**config.mk**
```make
export PLATFORM = sky130hd
export DESIGN_NAME = ccr_regs
export DESIGN_NICKNAME = d
export VERILOG_FILES = /design/src/ccr_pkg.sv /design/src/ccr_regs.sv
export SDC_FILE = /design/constraint.sdc
export NUM_CORES = 1
export LEC_CHECK = 0
export BUFFER_PORTS_ARGS = -buffer_cell sky130_fd_sc_hd__buf_2
export CORE_UTILIZATION = 45
export CTS_CLUSTER_DIAMETER = 30
export DETAILED_ROUTE_END_ITERATION = 8
export HOLD_SLACK_MARGIN = 0.02
export PLACE_DENSITY = 0.72
export SLEW_MARGIN = 20
export SYNTH_ARGS = -nofsm -noshare
export SYNTH_HDL_FRONTEND = slang
export SYNTH_SLANG_ARGS = --single-unit
```
**constraint.sdc**
```tcl
create_clock -name core_clk -period 2 [get_ports core_clk]
set_clock_uncertainty 0.2 [all_clocks]
set_input_delay 0.2 -clock core_clk [delete_from_list [all_inputs] [get_ports core_clk]]
set_output_delay 0.2 -clock core_clk [all_outputs]
set_load 0.01 [all_outputs]
```
**src/ccr_pkg.sv**
```systemverilog
// Functional notes
// - Overvoltage sets flag, disables converter
// - Flag latched until zero write or unplug
// - Latch-off and boost faults held until read
// - Throttle status reports seven trigger flags
// - Seven-bit setpoint, 64 mA steps
// - Field at high 4:0, low 7:6
// - Setpoint zero after power-on reset
// - Input-good low, not overvoltage, clears setpoint
// - Battery removal clears setpoint
// - Other faults leave setpoint unchanged
// - Top high-byte bits set make write invalid
// - Low six bits of low byte ignored
// - Linear battery switch mode by default
// - Multi-cell pre-charge current clamped to 384 mA
// - Single cell pre-charge below 3 V, 384 mA
// - Single cell 3 to 3.6 V, 2 A clamp
// - Input-good mirrored in status high byte
`default_nettype none
package ccr_pkg;
  localparam logic [7:0] ADDR_ICHG_LO = 8'h02;
  localparam logic [7:0] ADDR_ICHG_HI = 8'h03;
  localparam logic [7:0] ADDR_STAT_LO = 8'h20;
  localparam logic [7:0] ADDR_STAT_HI = 8'h21;
  localparam logic [7:0] ADDR_THR_LO = 8'h22;
  localparam logic [7:0] ADDR_THR_HI = 8'h23;
  localparam int STAT_OVP_BIT = 4;
  localparam int STAT_LATCH_BIT = 2;
  localparam int STAT_BOVP_BIT = 1;
  localparam int STAT_BOCP_BIT = 0;
  localparam int STAT_GOOD_BIT = 7;
  localparam logic [7:0] HI_RSVD_MASK = 8'hE0;
  localparam logic [7:0] HI_FIELD_MASK = 8'h1F;
  localparam logic [7:0] LO_FIELD_MASK = 8'hC0;
  localparam logic [15:0] ICHG_RESET = 16'h0000;
  localparam logic [15:0] ICHG_FIELD_MASK = 16'h1FC0;
  localparam int ICHG_LSB = 6;
  localparam int STEP_MA = 64;
  // Clamp codes in 64 mA steps: 384 mA and 2 A (rounded down)
  localparam logic [6:0] PRE_CLAMP_CODE = 7'(384 / STEP_MA);
  localparam logic [6:0] MID_CLAMP_CODE = 7'(2000 / STEP_MA);
  localparam logic LINEAR_MODE_DEFAULT = 1'b1;
  function automatic logic [6:0] ccr_min7(input logic [6:0] a,
                                          input logic [6:0] b);
    ccr_min7 = (a < b) ? a : b;
  endfunction
endpackage
`default_nettype wire

```
**src/ccr_regs.sv**
```systemverilog
`default_nettype none
module ccr_regs (
  input wire logic core_clk,
  input wire logic rst,
  input wire logic reg_wr,
  input wire logic reg_rd,
  input wire logic [7:0] reg_addr,
  input wire logic [7:0] reg_wdata,
  output logic [7:0] reg_rdata,
  output logic wr_invalid,
  input wire logic input_good_pin,
  input wire logic input_overvoltage_pin,
  input wire logic system_overvoltage_pin,
  input wire logic latchoff_fault_pin,
  input wire logic boost_overvoltage_pin,
  input wire logic boost_overcurrent_pin,
  input wire logic cell_count_battery_present_pin,
  input wire logic [6:0] throttle_trigger_pin,
  input wire logic single_cell,
  input wire logic in_precharge,
  input wire logic batt_above_min_sys,
  input wire logic linear_mode_cfg,
  output logic converter_enable,
  output logic battery_switch_linear,
  output logic [6:0] charge_current_code
);
  logic [12:0] s1, s2;
  logic input_good, ovp_in, input_overvoltage, batpres;
  logic input_good_d, batpres_d;
  logic system_overvoltage_flag, latchoff_fault;
  logic boost_overvoltage_fault, boost_overcurrent_fault;
  logic [6:0] throttle_flags;
  logic [15:0] charge_current_setpoint;
  logic [7:0] stat_lo, next_rdata;
  logic [6:0] field, clamp;
  logic rd_stat, clr_setpoint, hi_bad;

  // Two-stage synchronisers for all pin inputs
  always_ff @(posedge core_clk or posedge rst) begin
    if (rst) begin
      s1 <= 13'h0000;
      s2 <= 13'h0000;
    end else begin
      s1 <= {input_good_pin, input_overvoltage_pin, system_overvoltage_pin,
             cell_count_battery_present_pin, boost_overcurrent_pin,
             boost_overvoltage_pin, latchoff_fault_pin, throttle_trigger_pin[5:0]
             } ^ 13'h0000;
      s2 <= s1;
    end
  end
  logic [6:0] thr_s1, thr_s2;
  always_ff @(posedge core_clk or posedge rst) begin
    if (rst) begin
      thr_s1 <= 7'h00;
      thr_s2 <= 7'h00;
    end else begin
      thr_s1 <= throttle_trigger_pin;
      thr_s2 <= thr_s1;
    end
  end
  assign input_good = s2[12];
  assign input_overvoltage = s2[11];
  assign ovp_in = s2[10];
  assign batpres = s2[9];
  assign throttle_flags = thr_s2;

  always_ff @(posedge core_clk or posedge rst) begin
    if (rst) begin
      input_good_d <= 1'b0;
      batpres_d <= 1'b0;
    end else begin
      input_good_d <= input_good;
      batpres_d <= batpres;
    end
  end

  assign rd_stat = reg_rd && (reg_addr == ccr_pkg::ADDR_STAT_LO);
  assign hi_bad = (reg_wdata & ccr_pkg::HI_RSVD_MASK) != 8'h00;

  // Set wins over clear; unplug also clears
  always_ff @(posedge core_clk or posedge rst) begin
    if (rst) begin
      system_overvoltage_flag <= 1'b0;
    end else if (ovp_in) begin
      system_overvoltage_flag <= 1'b1;
    end else if ((reg_wr && reg_addr == ccr_pkg::ADDR_STAT_LO &&
                 !reg_wdata[ccr_pkg::STAT_OVP_BIT]) || !input_good) begin
      system_overvoltage_flag <= 1'b0;
    end
  end
  // Lockout stays while flag latched
  assign converter_enable = !system_overvoltage_flag && !ovp_in;

  always_ff @(posedge core_clk or posedge rst) begin
    if (rst) begin
      latchoff_fault <= 1'b0;
      boost_overvoltage_fault <= 1'b0;
      boost_overcurrent_fault <= 1'b0;
    end else begin
      // A fault during the read is kept for the next read
      latchoff_fault <= s2[6] | (latchoff_fault & !rd_stat);
      boost_overvoltage_fault <= s2[7] |
                                 (boost_overvoltage_fault & !rd_stat);
      boost_overcurrent_fault <= s2[8] |
                                 (boost_overcurrent_fault & !rd_stat);
    end
  end

  // Input overvoltage drop of input-good keeps the setpoint
  assign clr_setpoint = (input_good_d && !input_good && !input_overvoltage)
                        || (batpres_d && !batpres);

  always_ff @(posedge core_clk or posedge rst) begin
    if (rst) begin
      charge_current_setpoint <= ccr_pkg::ICHG_RESET;
    end else if (clr_setpoint) begin
      charge_current_setpoint <= ccr_pkg::ICHG_RESET;
    end else if (reg_wr && reg_addr == ccr_pkg::ADDR_ICHG_HI && !hi_bad) begin
      charge_current_setpoint[15:8] <= reg_wdata & ccr_pkg::HI_FIELD_MASK;
    end else if (reg_wr && reg_addr == ccr_pkg::ADDR_ICHG_LO) begin
      charge_current_setpoint[7:0] <= reg_wdata & ccr_pkg::LO_FIELD_MASK;
    end
  end

  always_ff @(posedge core_clk or posedge rst) begin
    if (rst) begin
      wr_invalid <= 1'b0;
    end else begin
      wr_invalid <= reg_wr && reg_addr == ccr_pkg::ADDR_ICHG_HI && hi_bad;
    end
  end

  assign field = charge_current_setpoint[12:6];
  always_comb begin
    clamp = 7'h7F;
    if (in_precharge) begin
      clamp = ccr_pkg::PRE_CLAMP_CODE;
    end else if (single_cell && !batt_above_min_sys) begin
      clamp = ccr_pkg::MID_CLAMP_CODE;
    end
  end

  always_ff @(posedge core_clk or posedge rst) begin
    if (rst) begin
      charge_current_code <= 7'h00;
      battery_switch_linear <= ccr_pkg::LINEAR_MODE_DEFAULT;
    end else begin
      charge_current_code <= ccr_pkg::ccr_min7(field, clamp);
      battery_switch_linear <= linear_mode_cfg &&
        (in_precharge || (single_cell && !batt_above_min_sys));
    end
  end

  always_comb begin
    stat_lo = 8'h00;
    stat_lo[ccr_pkg::STAT_OVP_BIT] = system_overvoltage_flag;
    stat_lo[ccr_pkg::STAT_LATCH_BIT] = latchoff_fault;
    stat_lo[ccr_pkg::STAT_BOVP_BIT] = boost_overvoltage_fault;
    stat_lo[ccr_pkg::STAT_BOCP_BIT] = boost_overcurrent_fault;
    case (reg_addr)
      ccr_pkg::ADDR_ICHG_LO: next_rdata = charge_current_setpoint[7:0];
      ccr_pkg::ADDR_ICHG_HI: next_rdata = charge_current_setpoint[15:8];
      ccr_pkg::ADDR_STAT_LO: next_rdata = stat_lo;
      ccr_pkg::ADDR_STAT_HI: next_rdata = {input_good, 7'h00};
      ccr_pkg::ADDR_THR_LO: next_rdata = {1'b0, throttle_flags};
      default: next_rdata = 8'h00;
    endcase
  end

  always_ff @(posedge core_clk or posedge rst) begin
    if (rst) begin
      reg_rdata <= 8'h00;
    end else if (reg_rd) begin
      reg_rdata <= next_rdata;
    end
  end

  a_ovp_lockout: assert property (@(posedge core_clk) disable iff (rst)
    system_overvoltage_flag |-> !converter_enable)
    else $error("converter enabled during overvoltage latch");
  a_ovp_sets: assert property (@(posedge core_clk) disable iff (rst)
    ovp_in |=> system_overvoltage_flag)
    else $error("overvoltage flag not set");
  a_ovp_holds: assert property (@(posedge core_clk) disable iff (rst)
    system_overvoltage_flag && input_good && !reg_wr |=>
    system_overvoltage_flag)
    else $error("overvoltage flag dropped without clear");
  a_fault_clear: assert property (@(posedge core_clk) disable iff (rst)
    rd_stat && !s2[6] |=> !latchoff_fault)
    else $error("latch-off fault not cleared by read");
  a_fault_hold: assert property (@(posedge core_clk) disable iff (rst)
    boost_overvoltage_fault && !rd_stat |=> boost_overvoltage_fault)
    else $error("boost fault dropped without read");
  a_field_shape: assert property (@(posedge core_clk) disable iff (rst)
    (charge_current_setpoint & ~ccr_pkg::ICHG_FIELD_MASK) == 16'h0000)
    else $error("setpoint holds bits outside field");
  a_clr_setpoint: assert property (@(posedge core_clk) disable iff (rst)
    clr_setpoint |=> charge_current_setpoint == 16'h0000)
    else $error("setpoint not cleared");
  a_bad_write: assert property (@(posedge core_clk) disable iff (rst)
    reg_wr && reg_addr == ccr_pkg::ADDR_ICHG_HI && hi_bad && !clr_setpoint
    |=> $stable(charge_current_setpoint) && wr_invalid)
    else $error("invalid write changed setpoint");
  a_pre_clamp: assert property (@(posedge core_clk) disable iff (rst)
    in_precharge |=> charge_current_code <= ccr_pkg::PRE_CLAMP_CODE)
    else $error("pre-charge clamp exceeded");

  // Converter lockout follows the raw condition and the latch together
  a_ovp_no_run: assert property (@(posedge core_clk) disable iff (rst)
    ovp_in |-> !converter_enable)
    else $error("converter enabled during overvoltage");

  a_ovp_run_ok: assert property (@(posedge core_clk) disable iff (rst)
    !system_overvoltage_flag && !ovp_in |-> converter_enable)
    else $error("converter held off without cause");

  a_ovp_unplug: assert property (@(posedge core_clk) disable iff (rst)
    !input_good && !ovp_in |=> !system_overvoltage_flag)
    else $error("unplug did not clear overvoltage flag");

  a_ovp_wr_clear: assert property (@(posedge core_clk) disable iff (rst)
    reg_wr && reg_addr == ccr_pkg::ADDR_STAT_LO &&
    !reg_wdata[ccr_pkg::STAT_OVP_BIT] && !ovp_in |=>
    !system_overvoltage_flag)
    else $error("zero write did not clear overvoltage flag");

  a_ovp_wr_one: assert property (@(posedge core_clk) disable iff (rst)
    system_overvoltage_flag && input_good && reg_wr &&
    reg_addr == ccr_pkg::ADDR_STAT_LO && reg_wdata[ccr_pkg::STAT_OVP_BIT]
    |=> system_overvoltage_flag)
    else $error("one write cleared overvoltage flag");

  // Fault latches: set from the synchronised pin, held until a read
  a_latch_sets: assert property (@(posedge core_clk) disable iff (rst)
    s2[6] |=> latchoff_fault)
    else $error("latch-off fault not set");

  a_bovp_sets: assert property (@(posedge core_clk) disable iff (rst)
    s2[7] |=> boost_overvoltage_fault)
    else $error("boost overvoltage fault not set");

  a_bocp_sets: assert property (@(posedge core_clk) disable iff (rst)
    s2[8] |=> boost_overcurrent_fault)
    else $error("boost overcurrent fault not set");

  a_latch_hold: assert property (@(posedge core_clk) disable iff (rst)
    latchoff_fault && !rd_stat |=> latchoff_fault)
    else $error("latch-off fault dropped without read");

  a_bocp_hold: assert property (@(posedge core_clk) disable iff (rst)
    boost_overcurrent_fault && !rd_stat |=> boost_overcurrent_fault)
    else $error("boost overcurrent fault dropped without read");

  a_bovp_clear: assert property (@(posedge core_clk) disable iff (rst)
    rd_stat && !s2[7] |=> !boost_overvoltage_fault)
    else $error("boost overvoltage fault not cleared by read");

  a_bocp_clear: assert property (@(posedge core_clk) disable iff (rst)
    rd_stat && !s2[8] |=> !boost_overcurrent_fault)
    else $error("boost overcurrent fault not cleared by read");

  // Read data views
  a_stat_rsvd: assert property (@(posedge core_clk) disable iff (rst)
    rd_stat |=> reg_rdata[7:5] == 3'h0 && !reg_rdata[3])
    else $error("reserved status bits read nonzero");

  a_stat_view: assert property (@(posedge core_clk) disable iff (rst)
    rd_stat |=> reg_rdata[ccr_pkg::STAT_OVP_BIT] ==
    $past(system_overvoltage_flag))
    else $error("overvoltage flag misreported");

  a_thr_view: assert property (@(posedge core_clk) disable iff (rst)
    reg_rd && reg_addr == ccr_pkg::ADDR_THR_LO |=>
    reg_rdata == {1'b0, $past(throttle_flags)})
    else $error("throttle flags misreported");

  a_thr_hi_zero: assert property (@(posedge core_clk) disable iff (rst)
    reg_rd && reg_addr == ccr_pkg::ADDR_THR_HI |=> reg_rdata == 8'h00)
    else $error("throttle high byte nonzero");

  a_good_view: assert property (@(posedge core_clk) disable iff (rst)
    reg_rd && reg_addr == ccr_pkg::ADDR_STAT_HI |=>
    reg_rdata == {$past(input_good), 7'h00})
    else $error("input-good misreported");

  a_rdata_hold: assert property (@(posedge core_clk) disable iff (rst)
    !reg_rd |=> $stable(reg_rdata))
    else $error("read data changed without read");

  a_ichg_read: assert property (@(posedge core_clk) disable iff (rst)
    reg_rd && reg_addr == ccr_pkg::ADDR_ICHG_HI |=>
    reg_rdata == $past(charge_current_setpoint[15:8]))
    else $error("setpoint high byte misreported");

  // Setpoint clear sources and the events that must leave it alone
  a_batt_clear: assert property (@(posedge core_clk) disable iff (rst)
    batpres_d && !batpres |=> charge_current_setpoint == 16'h0000)
    else $error("battery removal did not clear setpoint");

  a_input_overvoltage_keep: assert property (@(posedge core_clk) disable iff (rst)
    input_good_d && !input_good && input_overvoltage &&
    batpres == batpres_d && !reg_wr |=> $stable(charge_current_setpoint))
    else $error("input overvoltage cleared setpoint");

  a_fault_keep: assert property (@(posedge core_clk) disable iff (rst)
    !clr_setpoint && !reg_wr |=> $stable(charge_current_setpoint))
    else $error("setpoint changed without write or clear");

  a_lo_write: assert property (@(posedge core_clk) disable iff (rst)
    reg_wr && reg_addr == ccr_pkg::ADDR_ICHG_LO && !clr_setpoint |=>
    charge_current_setpoint[7:0] ==
    ($past(reg_wdata) & ccr_pkg::LO_FIELD_MASK))
    else $error("low byte write mishandled");

  a_hi_write: assert property (@(posedge core_clk) disable iff (rst)
    reg_wr && reg_addr == ccr_pkg::ADDR_ICHG_HI && !hi_bad && !clr_setpoint
    |=> charge_current_setpoint[15:8] ==
    ($past(reg_wdata) & ccr_pkg::HI_FIELD_MASK))
    else $error("high byte write mishandled");

  a_inv_pulse: assert property (@(posedge core_clk) disable iff (rst)
    !(reg_wr && reg_addr == ccr_pkg::ADDR_ICHG_HI && hi_bad) |=>
    !wr_invalid)
    else $error("spurious invalid write pulse");

  // Clamped code never exceeds the programmed field
  a_code_field: assert property (@(posedge core_clk) disable iff (rst)
    1'b1 |=> charge_current_code <= $past(field))
    else $error("code above setpoint");

  a_mid_clamp: assert property (@(posedge core_clk) disable iff (rst)
    !in_precharge && single_cell && !batt_above_min_sys |=>
    charge_current_code <= ccr_pkg::MID_CLAMP_CODE)
    else $error("single cell clamp exceeded");

  a_free_code: assert property (@(posedge core_clk) disable iff (rst)
    !in_precharge && !(single_cell && !batt_above_min_sys) |=>
    charge_current_code == $past(field))
    else $error("code clamped without cause");

  a_lin_pre: assert property (@(posedge core_clk) disable iff (rst)
    in_precharge && linear_mode_cfg |=> battery_switch_linear)
    else $error("switch not linear in pre-charge");

  a_lin_off: assert property (@(posedge core_clk) disable iff (rst)
    !linear_mode_cfg |=> !battery_switch_linear)
    else $error("switch linear while disabled");

  a_lin_fast: assert property (@(posedge core_clk) disable iff (rst)
    !in_precharge && !single_cell |=> !battery_switch_linear)
    else $error("switch linear in multi-cell fast charge");
endmodule
`default_nettype wire

```
==> results.py, run 1 <==
metrics = {
    "pwr": {
        "power.total_mw": 2.50,
        "leakage_nw": 1.55,
        "powerDensity_nw_per_um2": 817,
        "peakVddDrop_mv": 0.662,
    },
    "synth": {
        "synth-seq-cells": 58,
        "syn-cell-area_sq_um": 2140,
        "synth_edf_count": 0,
        "synthArstFlopShare_pct": 100,
        "yosys_warnings": 0,
        "syn-num-nets": 200,
        "synthFlopType": "dfrtp_1",
        "yosysSeqAreaShare_pct": 67.8,
        "ys_types": 37,
        "avgSynthCellArea_sq_um": 13.6,
        "syn_inst": 158,
    },
    "die": {
        "ios": 56,
        "coreArea_sq_um": 4470,
        "initial_core_util_pct": 47.9,
        "die-area_sq_um": 5040,
        "die_w_um": 71.0,
        "fp.dieH_um": 71.0,
        "fp-row-count": 24,
    },
    "global_routing": {
        "track_usage_pct": 19.7,
        "grt_max_degree": 40,
        "grt_first_pass_wirelength_mm": 7.29,
        "grt_pass1_vias": 1582,
        "overflow": 0,
        "antenna_found_initial": 0,
    },
    "sta": {
        "finalHoldViolCount": 0,
        "slew_viol_final": 0,
        "tightest_slew_ns": 0.479,
        "slew_headroom_pct": 67.8,
        "rsz0062_at_grt": "false",
        "min_period_ns": 1.88,
        "max_freq_mhz": 531,
        "setup_viol": 0,
        "period_share_pct": 94.1,
        "holdWs_ns": 0.0424,
    },
    "finish": {
        "area_growth_pct": 42.8,
        "layout_commonest_cell": "dfrtp_1",
        "postLayoutCoreUtil_pct": 68.4,
        "antenna_cells": 0,
        "final_cell_mix": "dfrtp_1 (57), buf_2 (55), dlygate4sd3_1 (28)",
        "drive_gt1_share_pct": 33.1,
        "final_nets": 304,
    },
    "status": {
        "violations": "design-rule violations",
        "outcome": "complete, but fails checks",
    },
    "drt": {
        "drt_first_pass_iters": 6,
        "wl_mm": 4.54,
        "vias": 1601,
        "ant_nets": 0,
        "drt-vias-per-instance": 5.03,
        "remaining_drc_errors": 4,
        "wire_per_inst_um": 14.3,
        "drtIter0Drc": 100,
    },
    "critical_path": {
        "crit_path_start_kind": "flip-flop",
        "path_class": "flip-flop to flip-flop",
        "end_kind": "flip-flop",
        "crit_arrival_ns": 1.88,
        "cp_cell_sequence": "ha_1, a2111oi_2, o21ai_1, o21ai_2, mux2_1",
        "worst_ep_required_time_ns": 2.00,
        "crit_path_top_delay_cell": "dfrtp_1",
        "cp_max_fo": 3,
        "cp_slowest_stage_delay_ns": 0.39,
    },
    "placed_design": {
        "numPortBuffers": 55,
        "gp_congestion": 0.739,
        "hpwl_mm": 3.00,
    },
    "run": {
        "maxCapViolCount": 0,
    },
    "clock_tree": {
        "path_clk_slew_ns": 0.06,
        "insertion_delay_ns": 0.33,
        "cts_buffer_depth": 2,
        "cts_tree": "yes",
        "cts.sinks": 58,
        "clock-root-buffer": "clkbuf_8",
        "htree_num_levels": 3,
        "cts_made_buffers": 9,
    },
    "worst_hold_path": {
        "hp-class": "input pin to flip-flop",
    },
}
worst paths after layout:
check	end	start	slack [ns]	cells after the start
min in group asynchronous	s1[8]$_DFF_PP0_	rst	0.23	3
worst min-delay path	reg_rdata[7]$_DFFE_PP0P_	reg_addr[2]	0.04	3
worst max-delay path	charge_current_code[6]$_DFF_PP0_	charge_current_setpoint[10]$_DFFE_PP0P_	0.12	5
worst max register to register	charge_current_code[6]$_DFF_PP0_	charge_current_setpoint[10]$_DFFE_PP0P_	0.12	5
max in group asynchronous	battery_switch_linear$_DFF_PP1_	rst	0.74	4
worst min register to register	s2[11]$_DFF_PP0_	s1[11]$_DFF_PP0_	0.15	0
power by group:
part           leakage (nW)  total, mW  internal [mW]  switching [mW]
Sequential            0.719       1.22           1.21          0.0123
Clock                 0.100       1.11          0.694           0.415
Combinational         0.727      0.171         0.0892          0.0820
Total                  1.55       2.50           1.99           0.509
sequential cells by signal (all words and copies together), names as in the netlist:
register,count
thr_s2,7
charge_current_setpoint,7
input_good_d,1
charge_current_code,7
s1,7
battery_switch_linear,1
thr_s1,7
s2,7
latchoff_fault,1
system_overvoltage_flag,1
wr_invalid,1
boost_overcurrent_fault,1
boost_overvoltage_fault,1
batpres_d,1
reg_rdata,8
layer usage:
layer	track usage (%)	up-vias	wire, um	part of all wire [%]
met5	0	-	0	0
met4	11.1	0	120	2.6
met3	5.27	12	202	4.5
met2	31.3	53	2250	50
met1	24.7	771	1960	43
li1	-	765	-	-
metrics by stage:
stage | cell area [sq um] | setup slack (ns) | instances | TNS [ns]
final | 3060 | 0.118 | 318 | 0
after global placement | 2570 | 0.0308 | 274 | 0
after detailed placement | 2570 | -0.0324 | 274 | -0.0532
after global routing | 3060 | 0.0233 | 318 | 0
after CTS | 3050 | 0.0454 | 317 | 0
after floorplan | 2140 | 0.0111 | 158 | 0
final cells by class:
type | count | area [sq um]
multi-input cells | 85 | 641
repair buffers | 94 | 651
clock buffers | 12 | 135
inverters | 14 | 52.6
flip-flops and latches | 58 | 1450
fillers | 336 | 1410
clock inverters | 3 | 65.1
well taps | 52 | 65.1
Yosys cell counts (all sizes together), types with 2 or more instances:
| library cell | number | area share [%] |
|---|---|---|
| o22ai | 5 | 1.5 |
| nand4 | 4 | 1.2 |
| nand3 | 2 | 0.47 |
| a22oi | 5 | 1.8 |
| a2bb2oi | 4 | 1.6 |
| dfrtp | 57 | 67 |
| nand2 | 4 | 0.70 |
| nor3 | 2 | 0.47 |
| mux2i | 10 | 4.7 |
| o21ai | 4 | 1.1 |
| nor2b | 4 | 1.2 |
| ha | 4 | 2.3 |
| nor2 | 13 | 2.4 |
| inv | 14 | 2.5 |
| mux2 | 3 | 1.6 |
| a21o | 3 | 1.1 |
| nand2b | 4 | 1.2 |
| nor4 | 2 | 1.3 |
worst max-delay path, delay by kind of cell, from the launching register on:
kind	cells	cell delay (ns)
compound gates	3	0.51
fa+ha+maj	1	0.31
flops	1	0.39
mux	1	0.35
what timing repair did:
item / 4_1_cts / 5_1_grt
setup buffers: 0 / 1
hold buffers: 28 / 0
setup endpoints to repair: 0 / 7
gates resized for setup: 0 / 2
endpoints found under the hold margin: 47 / 0
cells by family after synthesis:
logic type | after synthesis | share of synthesized area (%)
buf+inv | 15 | 2.63
mux | 13 | 6.25
simple gates | 39 | 10.4
compound gates | 29 | 10.6
fa+ha+maj | 4 | 2.34
flops | 58 | 67.8
(Power assumes the default switching activity.)
==> run 2: changes to the inputs <==
==> constraint.sdc (replaced) <==
create_clock -name core_clk -period 1.6 [get_ports core_clk]
set_clock_uncertainty 0.2 [all_clocks]
set_input_delay 0.16 -clock core_clk [delete_from_list [all_inputs] [get_ports core_clk]]
set_output_delay 0.16 -clock core_clk [all_outputs]
set_load 0.01 [all_outputs]
==> run 2 against run 1 <==
  * Hold slack got worse by 0.0088 ns
  * The run ends with design-rule violations, negative setup slack left
  * Register-to-register slack got worse by 0.32 ns
  * Highest routed layer unchanged
  * Total power increased by 22%
  * Cell area increased by 3.7%
  * Core utilization up 2.5 points
  * Largest cell class unchanged
  * Count of clock-buffer cells in the layout fell by 1
  * Cell count increased by 2.5%
  * Sequential share of layout area down 1.7 points
  * Flip-flop and latch count did not move
==> results.py, run 2 (synthesized netlist as in run 1, its figures left out) <==
metrics = {
    "pwr": {
        "p_sw_mw": 0.659,
        "intPower_mw": 2.39,
        "leakage_nw": 1.59,
        "p_sw_share_pct": 21.6,
        "powerDensity_nw_per_um2": 960,
        "power_frac_seq_pct": 50.0,
        "power.total_mw": 3.05,
        "p_comb_share_pct": 7.5,
        "p_clk_share_pct": 42.4,
        "peakVddDrop_mv": 0.715,
    },
    "sta": {
        "finalHoldViolCount": 0,
        "rsz0062_at_grt": "true",
        "tightest_slew_ns": 0.319,
        "fin_ws_ns": -0.204,
        "period_share_pct": 113,
        "slew_headroom_pct": 78.7,
        "max_freq_mhz": 554,
        "setup_viol": 7,
        "min_period_ns": 1.80,
        "slew_viol_final": 0,
    },
    "die": {
        "die_w_um": 71.0,
        "fp.dieH_um": 71.0,
        "die-area_sq_um": 5040,
        "coreArea_sq_um": 4470,
        "ios": 56,
        "initial_core_util_pct": 47.9,
        "fp-row-count": 24,
    },
    "finish": {
        "postLayoutCoreUtil_pct": 71.0,
        "drive_gt1_share_pct": 39.4,
        "final_cell_mix": "dfrtp_1 (57), buf_2 (55), dlygate4sd3_1 (28)",
        "final_nets": 311,
        "antenna_cells": 0,
        "layout_commonest_cell": "dfrtp_1",
        "largest_reg_flops": 8,
        "regMostFlops": "reg_rdata",
        "nFillCells": 317,
        "area_growth_pct": 48.2,
    },
    "critical_path": {
        "cp_cell_sequence": "ha_4, a2111oi_4, o21ai_1, o21ai_2, mux2_4",
        "worst_ep_required_time_ns": 1.60,
        "crit_path_top_delay_cell": "dfrtp_1",
        "crit_path_start_kind": "flip-flop",
        "crit_arrival_ns": 1.80,
        "end_kind": "flip-flop",
        "path_class": "flip-flop to flip-flop",
        "cp_slowest_stage_delay_ns": 0.40,
        "cp_max_fo": 3,
    },
    "clock_tree": {
        "cts_tree": "yes",
        "cts.sinks": 58,
        "cts_made_buffers": 9,
        "path_clk_slew_ns": 0.06,
        "htree_num_levels": 3,
        "insertion_delay_ns": 0.32,
        "cts_buffer_depth": 2,
        "clock-root-buffer": "clkbuf_8",
    },
    "global_routing": {
        "track_usage_pct": 19.2,
        "overflow": 0,
        "grt_max_degree": 58,
        "antenna_found_initial": 0,
        "grt_first_pass_wirelength_mm": 7.21,
        "grt_pass1_vias": 1593,
    },
    "status": {
        "outcome": "complete, but fails checks",
        "violations": "design-rule violations, negative setup slack",
    },
    "drt": {
        "ant_nets": 0,
        "drtIter0Drc": 131,
        "vias": 1648,
        "remaining_drc_errors": 5,
        "wire_per_inst_um": 13.8,
        "wl_mm": 4.50,
        "drt-vias-per-instance": 5.06,
        "drt_first_pass_iters": 7,
    },
    "placed_design": {
        "hpwl_mm": 2.91,
        "numPortBuffers": 55,
        "gp_congestion": 0.798,
    },
    "worst_hold_path": {
        "hp-class": "input pin to flip-flop",
    },
    "run": {
        "maxCapViolCount": 0,
    },
}
-- run 2: path summary, 6_finish.rpt --
check | startpoint | end | slack [ns] | cells past startpoint
worst min-delay path | reg_addr[1] | reg_rdata[6]$_DFFE_PP0P_ | 0.03 | 4
worst max-delay path | charge_current_setpoint[10]$_DFFE_PP0P_ | charge_current_code[5]$_DFF_PP0_ | -0.20 | 5
worst max register to register | charge_current_setpoint[10]$_DFFE_PP0P_ | charge_current_code[5]$_DFF_PP0_ | -0.20 | 5
min in group asynchronous | rst | battery_switch_linear$_DFF_PP1_ | 0.23 | 3
worst min register to register | thr_s1[1]$_DFF_PP0_ | thr_s2[1]$_DFF_PP0_ | 0.15 | 0
max in group asynchronous | rst | input_good_d$_DFF_PP0_ | 0.68 | 4
-- run 2: area by class of cell --
type	instances	area (sq um)	area share, %
Clock inverter	5	53.8	1.69
Clock buffer	11	141	4.45
Tap cell	52	65.1	2.05
Timing Repair Buffer	101	707	22.3
Multi-Input combinational cell	85	699	22.0
Sequential cell	58	1450	45.7
Inverter	14	56.3	1.77
-- run 2: through the flow --
step	hold WS [ns]	setup TNS (ns)	instance area, sq um	setup slack, ns	instances
4_1_cts	0.0203	-1.01	3160	-0.193	326
3_3_place_gp	0.0139	-2.66	2640	-0.283	282
5_1_grt	0.0558	-1.92	3180	-0.318	326
3_5_place_dp	0.0138	-3.21	2640	-0.364	282
2_1_floorplan	-0.00857	-1.29	2150	-0.338	158
6_report	0.0337	-1.10	3180	-0.204	326
-- run 2: power by group through the flow --
stage | Clock [mW] | Sequential [mW] | Combinational (mW)
3_3_place_gp | 0 | 1.55 | 0.168
4_1_cts | 1.32 | 1.53 | 0.226
6_report | 1.29 | 1.53 | 0.229
3_5_place_dp | 0 | 1.55 | 0.169
5_1_grt | 1.39 | 1.53 | 0.251
2_1_floorplan | 0 | 1.55 | 0.0690
-- run 2: repair_timing --
item | CTS | global route
gates resized for setup | 9 | 4
setup buffers | 0 | 0
endpoints found under the setup margin | 7 | 17
hold buffers | 28 | 0
hold endpoints to repair | 92 | 0
-- run 2: layer usage --
metal	vias up	share of wire (%)	track usage, %
li1	780	-	-
met1	796	46	25.5
met2	60	48	30.1
met3	12	4.8	6.70
met4	0	1.5	5.56
met5	-	0	0
-- run 2: critical path, delay by kind of cell (launching register included) --
| kind | cells | cell delay, ns |
|---|---|---|
| muxes | 1 | 0.33 |
| DFF | 1 | 0.40 |
| AOI/OAI and AO/OA | 3 | 0.51 |
| adders and majority gates | 1 | 0.24 |
